$ cat config.mk
export PLATFORM = sky130hd
export DESIGN_NAME = p3pd_top
export DESIGN_NICKNAME = d
export VERILOG_FILES = /design/src/p3pd_pkg.sv /design/src/p3pd_top.sv
export SDC_FILE = /design/constraint.sdc
export NUM_CORES = 1
export LEC_CHECK = 0
export ABC_CLOCK_PERIOD_IN_PS = 1200
export BUFFER_PORTS_ARGS = -buffer_cell sky130_fd_sc_hd__buf_2
export CELL_PAD_IN_SITES_DETAIL_PLACEMENT = 1
export CELL_PAD_IN_SITES_GLOBAL_PLACEMENT = 2
export CORE_UTILIZATION = 24
export DETAILED_ROUTE_END_ITERATION = 10
export PLACE_DENSITY_LB_ADDON = 0.12
export SLEW_MARGIN = 20
export SYNTH_ARGS = -nofsm -noshare
export SYNTH_HDL_FRONTEND = slang
export SYNTH_SLANG_ARGS = --single-unit
export TNS_END_PERCENT = 50
$ cat constraint.sdc
create_clock -name clk -period 1.2 [get_ports clk]
set_input_delay 0.12 -clock clk [delete_from_list [all_inputs] [get_ports clk]]
set_output_delay 0.12 -clock clk [all_outputs]
set_load 0.005 [all_outputs]
$ cat src/p3pd_pkg.sv
/*
 * constants for the port 3 latch / alternate function mux and the
 * port 2 low drive-mode register.
 * assumes a single core clock and a byte-wide special-function bus.
 */
package p3pd_pkg;
    // register addresses on the special-function bus
    localparam logic [7:0] ADDR_P3_LATCH  = 8'hB0;
    localparam logic [7:0] ADDR_P2_LO_CFG = 8'hB1;
    // reset values
    localparam logic [7:0] RST_P3_LATCH   = 8'hFF;
    localparam logic [7:0] RST_P2_LO_CFG  = 8'h00;
    // port 3 pin positions
    localparam int PIN_RD   = 7;
    localparam int PIN_WR   = 6;
    localparam int PIN_CNT1 = 5;
    localparam int PIN_CNT0 = 4;
    localparam int PIN_IRQ1 = 3;
    localparam int PIN_IRQ0 = 2;
    localparam int PIN_TXD  = 1;
    localparam int PIN_RXD  = 0;
    // width of one pin mode field
    localparam int MODE_W   = 2;
    // two-bit pin drive modes
    typedef enum logic [1:0] {
        MODE_QUASI = 2'b00,
        MODE_PUSH  = 2'b01,
        MODE_OPEN  = 2'b10,
        MODE_INPUT = 2'b11
    } p3pd_mode_type;
    // serial port mode with a shift-register data line
    localparam logic [1:0] SER_MODE_SHIFT = 2'b00;
endpackage : p3pd_pkg

$ cat src/p3pd_top.sv
/*
 * port 3 latch with alternate pin functions, and port 2 pins 0-3
 * drive-mode configuration.
 * assumes pins, core strobes and config bits are synchronous to clk;
 * pad cells resolve out / oe_n / pull-up into the wire level.
 */
// Contract
// - the port 3 latch is a general-purpose port that resets to all ones.
// - except on pins 7 and 6 with external memory selected, an alternate function only acts on a pin whose latch bit is one;
//   a zero drives the pin low unless its drive mode is 11 (input), which leaves it undriven.
// - pin 7 carries the active-low external data read strobe.
// - pin 6 carries the active-low external data write strobe.
// - with external memory selected the strobes work whatever the latch bits hold.
// - with external memory selected the strobe pins ignore the port 3 high drive config.
// - a falling edge on pin 5 counts timer 1, on pin 4 timer 0, when counting events.
// - pin 0 is the serial 0 receive input in serial modes 1, 2 and 3.
// - in serial mode 0 pin 0 is a bidirectional data line.
// - an 8-bit port 2 low drive register, two bits per pin, resets to zero.
// - bits 7-6 set port 2 pin 3 and bits 5-4 pin 2, upper bit first.
// - mode 00 quasi pull-up, 01 push-pull, 10 open drain, 11 input.
// - bits 3-2 set port 2 pin 1 and bits 1-0 pin 0 in the same code.
// - external access or port 2 memory enable overrides the port 2 drive modes.
`timescale 1ns/100ps
module p3pd_top (
    // clock and reset
    input  wire logic       clk,
    input  wire logic       rst_n,
    // special-function bus
    input  wire logic [7:0] sfr_addr,
    input  wire logic [7:0] sfr_wdata,
    input  wire logic       sfr_wr,
    input  wire logic       sfr_rd,
    output logic      [7:0] sfr_rdata,
    // configuration from outside this block
    input  wire logic       ext_mem_sel_p0,
    input  wire logic       ext_mem_sel_p2,
    input  wire logic       external_access_input,
    input  wire logic [7:0] port3_high_pin_drive_config,
    input  wire logic [7:0] port3_low_pin_drive_config,
    // core side alternate functions
    input  wire logic       xdata_rd_n,
    input  wire logic       xdata_wr_n,
    input  wire logic       cnt0_ext_en,
    input  wire logic       cnt1_ext_en,
    input  wire logic [1:0] irq_edge_mode,
    input  wire logic [1:0] irq_en,
    input  wire logic [1:0] ser_mode,
    input  wire logic       serial_zero_transmit,
    input  wire logic       ser_shift_clk,
    input  wire logic       ser_shift_dout,
    input  wire logic       ser_shift_drive,
    output logic            counter_zero_event_input,
    output logic            counter_one_event_input,
    output logic [1:0]      ext_irq_req,
    output logic            serial_zero_receive,
    // port 3 pins
    input  wire logic [7:0] p3_in,
    output logic      [7:0] p3_out,
    output logic      [7:0] p3_oe_n,
    output logic      [7:0] p3_pullup,
    // port 2 pins 0-3
    input  wire logic [3:0] p2_latch_data,
    input  wire logic [3:0] p2_addr_data,
    output logic      [3:0] p2_out,
    output logic      [3:0] p2_oe_n,
    output logic      [3:0] p2_pullup
);

    ////////////////////////////////////////////////////////////////////
    // pad driver: {oe_n, pullup} from mode and data
    function automatic logic [1:0] drv(input logic [1:0] m, input logic d);
        case (m)
            p3pd_pkg::MODE_QUASI: drv = {d, d};
            p3pd_pkg::MODE_PUSH:  drv = 2'b00;
            p3pd_pkg::MODE_OPEN:  drv = {d, 1'b0};
            p3pd_pkg::MODE_INPUT: drv = 2'b10;
            default:              drv = 2'b10;
        endcase
    endfunction : drv

    logic [7:0] latch_r;
    logic [7:0] p2cfg_r;
    logic [7:0] smp_r;
    logic [7:0] rdata_r;
    logic [7:0] p3_out_r;
    logic [7:0] p3_oe_n_r;
    logic [7:0] p3_pu_r;
    logic [3:0] p2_out_r;
    logic [3:0] p2_oe_n_r;
    logic [3:0] p2_pu_r;
    logic       cnt0_r;
    logic       cnt1_r;
    logic [1:0] irq_r;
    logic       rx_r;
    logic       ext_mem;
    logic       p2_ovr;
    logic       shift_mode;
    logic [7:0] alt;
    logic [7:0] dat;
    logic [15:0] p3cfg;
    logic [7:0] p3_oe_n_nxt;
    logic [7:0] p3_pu_nxt;
    logic [3:0] p2_dat;
    logic [3:0] p2_oe_n_nxt;
    logic [3:0] p2_pu_nxt;

    assign ext_mem    = ext_mem_sel_p0 | ext_mem_sel_p2;
    assign p2_ovr     = ~external_access_input | ext_mem_sel_p2;
    assign shift_mode = (ser_mode == p3pd_pkg::SER_MODE_SHIFT);
    assign p3cfg      = {port3_high_pin_drive_config, port3_low_pin_drive_config};

    ////////////////////////////////////////////////////////////////////
    // registers
    always_ff @(posedge clk) begin
        if (!rst_n) begin
            latch_r <= p3pd_pkg::RST_P3_LATCH;
        end else if (sfr_wr && sfr_addr == p3pd_pkg::ADDR_P3_LATCH) begin
            latch_r <= sfr_wdata;
        end
    end

    always_ff @(posedge clk) begin
        if (!rst_n) begin
            p2cfg_r <= p3pd_pkg::RST_P2_LO_CFG;
        end else if (sfr_wr && sfr_addr == p3pd_pkg::ADDR_P2_LO_CFG) begin
            p2cfg_r <= sfr_wdata;
        end
    end

    // read data one cycle after the strobe; unmapped reads zero
    always_ff @(posedge clk) begin
        if (!rst_n) begin
            rdata_r <= 8'h00;
        end else if (sfr_rd) begin
            case (sfr_addr)
                p3pd_pkg::ADDR_P3_LATCH:  rdata_r <= latch_r;
                p3pd_pkg::ADDR_P2_LO_CFG: rdata_r <= p2cfg_r;
                default:                  rdata_r <= 8'h00;
            endcase
        end
    end

    ////////////////////////////////////////////////////////////////////
    // port 3 output mux
    always_comb begin
        alt                     = 8'hFF;
        alt[p3pd_pkg::PIN_RD]   = xdata_rd_n;
        alt[p3pd_pkg::PIN_WR]   = xdata_wr_n;
        alt[p3pd_pkg::PIN_TXD]  = shift_mode ? ser_shift_clk : serial_zero_transmit;
        alt[p3pd_pkg::PIN_RXD]  = (shift_mode && ser_shift_drive) ? ser_shift_dout : 1'b1;
        dat                     = latch_r & alt;
        if (ext_mem) begin
            dat[p3pd_pkg::PIN_RD] = xdata_rd_n;
            dat[p3pd_pkg::PIN_WR] = xdata_wr_n;
        end
        for (int i = 0; i < 8; i++) begin
            {p3_oe_n_nxt[i], p3_pu_nxt[i]} = drv(p3cfg[i*p3pd_pkg::MODE_W +: p3pd_pkg::MODE_W], dat[i]);
        end
        if (ext_mem) begin
            p3_oe_n_nxt[p3pd_pkg::PIN_RD] = 1'b0;
            p3_oe_n_nxt[p3pd_pkg::PIN_WR] = 1'b0;
            p3_pu_nxt[p3pd_pkg::PIN_RD]   = 1'b0;
            p3_pu_nxt[p3pd_pkg::PIN_WR]   = 1'b0;
        end
    end

    always_ff @(posedge clk) begin
        if (!rst_n) begin
            p3_out_r  <= 8'hFF;
            p3_oe_n_r <= 8'hFF;
            p3_pu_r   <= 8'hFF;
        end else begin
            p3_out_r  <= dat;
            p3_oe_n_r <= p3_oe_n_nxt;
            p3_pu_r   <= p3_pu_nxt;
        end
    end

    ////////////////////////////////////////////////////////////////////
    // port 2 pins 0-3: field i*2+1 upper, i*2 lower
    always_comb begin
        p2_dat = p2_ovr ? p2_addr_data : p2_latch_data;
        for (int i = 0; i < 4; i++) begin
            {p2_oe_n_nxt[i], p2_pu_nxt[i]} =
                drv(p2cfg_r[i*p3pd_pkg::MODE_W +: p3pd_pkg::MODE_W], p2_dat[i]);
        end
        if (p2_ovr) begin
            p2_oe_n_nxt = 4'h0;
            p2_pu_nxt   = 4'h0;
        end
    end

    always_ff @(posedge clk) begin
        if (!rst_n) begin
            p2_out_r  <= 4'hF;
            p2_oe_n_r <= 4'hF;
            p2_pu_r   <= 4'hF;
        end else begin
            p2_out_r  <= p2_dat;
            p2_oe_n_r <= p2_oe_n_nxt;
            p2_pu_r   <= p2_pu_nxt;
        end
    end

    ////////////////////////////////////////////////////////////////////
    // alternate inputs: edge detect against last sample, except irq level mode, which uses the pin alone
    always_ff @(posedge clk) begin
        if (!rst_n) begin
            smp_r <= 8'hFF;
        end else begin
            smp_r <= p3_in;
        end
    end

    always_ff @(posedge clk) begin
        if (!rst_n) begin
            cnt0_r <= 1'b0;
            cnt1_r <= 1'b0;
        end else begin
            cnt0_r <= cnt0_ext_en & latch_r[p3pd_pkg::PIN_CNT0]
                      & smp_r[p3pd_pkg::PIN_CNT0] & ~p3_in[p3pd_pkg::PIN_CNT0];
            cnt1_r <= cnt1_ext_en & latch_r[p3pd_pkg::PIN_CNT1]
                      & smp_r[p3pd_pkg::PIN_CNT1] & ~p3_in[p3pd_pkg::PIN_CNT1];
        end
    end

    always_ff @(posedge clk) begin
        if (!rst_n) begin
            irq_r <= 2'b00;
        end else begin
            for (int i = 0; i < 2; i++) begin
                irq_r[i] <= irq_en[i] & latch_r[p3pd_pkg::PIN_IRQ0+i] & ~p3_in[p3pd_pkg::PIN_IRQ0+i]
                            & (~irq_edge_mode[i] | smp_r[p3pd_pkg::PIN_IRQ0+i]);
            end
        end
    end

    // mode 0 receives on the same pin while not driving it
    always_ff @(posedge clk) begin
        if (!rst_n) begin
            rx_r <= 1'b1;
        end else begin
            rx_r <= ~latch_r[p3pd_pkg::PIN_RXD] | p3_in[p3pd_pkg::PIN_RXD];
        end
    end

    assign sfr_rdata                = rdata_r;
    assign p3_out                   = p3_out_r;
    assign p3_oe_n                  = p3_oe_n_r;
    assign p3_pullup                = p3_pu_r;
    assign p2_out                   = p2_out_r;
    assign p2_oe_n                  = p2_oe_n_r;
    assign p2_pullup                = p2_pu_r;
    assign counter_zero_event_input = cnt0_r;
    assign counter_one_event_input  = cnt1_r;
    assign ext_irq_req              = irq_r;
    assign serial_zero_receive      = rx_r;
endmodule : p3pd_top

==> results by group <==
Status
  • Status: complete, no violations

STA
  • Setup_tns: 0 ns
  • RSZ-0062 raised after global routing: no
  • Relative max-transition margin: 77.5%
  • Max frequency: 1020 MHz
  • Final setup skew: 0.00595 ns
  • Final Critical Period: 0.980 ns
  • Final Max Slew Viols: 0
  • Final Cycle Share: between 80 and 90%
  • Final setup fails: 0
  • Final hold vios: 0
  • Worst Max-Slew Pin Slew: around 0.33 ns

Synth
  • Post-synth top area cell: dfxtp_1
  • Yosys top cell area share: roughly 54%
  • Top cells by area, synth: dfxtp_1, mux2i_1, nand2_1, nand2b_1, mux2_2
  • Post-Synthesis Cell Area: ~0.0026 mm2
  • Mapped Cells: about 250
  • Post-synth ARST share: 0%
  • Yosys cell types: 26
  • Post-synth top flop: dfxtp_1
  • Post-Syn Nets: 321
  • Ys Warns: 0
  • Post-synth EDFFs: 0
  • Synth Area per Inst: 10.2 um2
  • Number of synthesized register bits: 69
  • Sequential share of the synthesized area: between 50% and 60%

CTS
  • # Post-CTS Setup Buffers: 0
  • CTS tree: done
  • CTS H-tree depth: 3
  • Total CTS buffers: 9
  • Reg clk slew, reported paths: around 0.07 ns
  • Post-CTS Hold Fix Bufs: 21
  • CTS root buffer: clkbuf_8
  • Clk_lat worst skew: around 0.34 ns
  • CTS Buffer Depth: 2
  • Clock net sink count: 69
  • Post-CTS Resized: 0

Final layout
  • Post-Layout Cell Count: 543
  • Ant diodes: 0
  • Share of layout cells above drive strength 1: between 40% and 50%
  • Multi-input gate area: about 0.0011 mm2
  • # nets final: between 400 and 500
  • Filler cell count in the final layout: between 1000 and 1500
  • Storage cell area: around 0.0014 mm2
  • Layout area overhead: 49.9%

Power
  • Clock power frac: between 40% and 50%
  • Worst VDD drop: 0.425 mV
  • Internal power component: 0.00389 W
  • Combinational share of power: 10.6%
  • Sw frac: a little under a quarter
  • PD cells: between 1000 and 1500 mW/mm2
  • P_sw: about 0.0012 W
  • Seq pwr share: between 40% and 50%
  • LEAKAGE: roughly 1.8 nW

Drt
  • Total number of vias: 2334
  • Via density: about 4.3
  • Residual DRC: 0
  • Wirelength per Cell: ~14 um
  • Iter 0 DRT Violations: 28
  • DRT Pass-1 Iters: 4
  • Routed WL: between 7000 and 8000 um
  • Post-DRT Antenna Nets: 0

Run
  • Number of max-cap violations: 0

Floorplanning
  • I/O Pins: 118
  • Vert. Die Dim: roughly 110 um
  • Row count: 37
  • Core Area: 0.0104 mm2
  • Initial Util: between 20% and 30%
  • Die area: 0.0111 mm2
  • Die width: 106 um

Place
  • DP Wirelength: between 5000 and 6000 um
  • GP Congestion: about 0.67
  • Dpl cells: between 500 and 600
  • Port Buf Inserts: between 100 and 150

Critical path
  • Delay of the slowest critical-path stage: between 0.3 and 0.4 ns
  • Delay-heaviest family, CP: flip-flops
  • Critical path startpoint category: flop
  • Required @ worst endpoint: approximately 1.5 ns
  • Worst Setup End Kind: flop
  • Crit-path cells: mux2_2 -> nand4_1 -> a21boi_0
  • Kind of critical path: reg2reg
  • Slowest-stage cell, CP: dfxtp_1
  • WP data arrival: ~1.2 ns
  • Critical path fanouts, max: 4
  • Buf/Inv on CP: 0

Global route
  • All-Layer GR Usage: between 10% and 20%
  • Largest net degree at the start of global routing: 25
  • First-pass GRT wire length: around 12000 um
  • Vias in the first global route: approximately 2300
  • Overflow after GRT: 0
  • Initial antenna violation count: 0

Min path
  • Hold Path Class: in2reg
==> power groups by stage <==
stage | Combinational, W | Clock [W] | Sequential [W]
6_report | 0.000533 | 0.00213 | 0.00239
5_1_grt | 0.000591 | 0.00234 | 0.00240
4_1_cts | 0.000543 | 0.00223 | 0.00239
3_5_place_dp | 0.000487 | 0 | 0.00244
3_3_place_gp | 0.000481 | 0 | 0.00244
2_1_floorplan | 0.000187 | 0 | 0.00246
==> cell families after synthesis <==
group / count (synthesis) / synth area share [%]
AO/OA/AOI/OAI: 37 / 10.1
multiplexers: 30 / 12.2
flip-flops: 69 / 53.6
AND/OR/NAND/NOR: 98 / 21.1
buffers and inverters: 18 / 2.92
==> final cells by class <==
class | instances | share of cell area [%]
repair buffers | 152 | 24.5
well taps | 136 | 4.41
multi-input cells | 165 | 29.0
clock inverters | 6 | 2.24
clock buffers | 10 | 3.57
inverters | 5 | 0.486
flip-flops and latches | 69 | 35.8
==> final timing paths <==
kind,cells after the start,slack (ns),end,from
setup / recovery,3,0.22,sfr_rdata[1],p2cfg_r[1]
hold / removal,3,0.02,p2_out[1],p2_addr_data[1]
setup reg to reg,3,0.22,sfr_rdata[1],p2cfg_r[1]
hold reg to reg,2,0.45,counter_one_event_input,smp_r[5]
==> metal layers <==
metal	wire length, um	GRT usage [%]	vias to the layer above
met5	0	0	-
met1	3480	17.2	1084
met4	104	5.95	0
met3	398	3.09	9
li1	-	-	1170
met2	3380	22.2	71
==> placed cells by master (no fill, tap or decap), types with 4 or more instances in the layout <==
cell type	n
inv_1	5
mux2i_1	18
nor2_1	4
a21boi_0	8
nor2b_1	10
dfxtp_1	69
clkbuf_8	10
o41ai_1	7
nand2b_1	23
mux2_2	12
nand3_1	4
buf_2	114
o211ai_1	6
nand2_1	40
dlygate4sd3_1	21
nand4_1	8
buf_4	14
o21ai_0	11
==> cells in the mapped netlist (2+ instances only) <==
master and count:
o211ai_1 6, o41ai_1 7, mux2_2 12, dfxtp_1 69
clkbuf_1 7, mux2i_1 18, nand3_1 4, inv_1 5
nor2_1 4, nand2b_1 23, a21boi_0 8, o21ai_0 11
nand4_1 8, buf_2 6, o31ai_1 2, nor3_1 2
o21a_1 3, nor2b_1 10, nand2_1 40
==> worst reg2reg max path, delay by kind of cell, from the launching register on <==
family	cells	cell delay, ns
AO/OA/AOI/OAI	1	0.22
AND/OR/NAND/NOR	1	0.09
flip-flops	1	0.39
multiplexers	1	0.20
==> state kept, by name (all words and copies together) (netlist names) <==
signal	count
counter_one_event_input	1
counter_zero_event_input	1
ext_irq_req	2
latch_r	8
p2_oe_n	4
p2_out	4
p2_pullup	4
p2cfg_r	8
p3_oe_n	8
p3_out	8
p3_pullup	8
serial_zero_receive	1
sfr_rdata	8
smp_r	4
==> stage by stage <==
step / setup slack [ns] / hold WS (ns) / power, W / util, % / cell area, um2
after floorplan: 0.0422 / 0.209 / 0.00264 / - / 2570
after global placement: -0.0321 / 0.308 / 0.00292 / 33.0 / 3420
after detailed placement: -0.0665 / 0.326 / 0.00293 / 33.0 / 3420
after CTS: 0.201 / 0.00185 / 0.00516 / 37.2 / 3860
after global routing: 0.120 / 0.00807 / 0.00533 / 37.2 / 3860
final: 0.220 / 0.0153 / 0.00505 / 37.2 / 3860
Note: power is estimated with default switching activity, not from simulation.
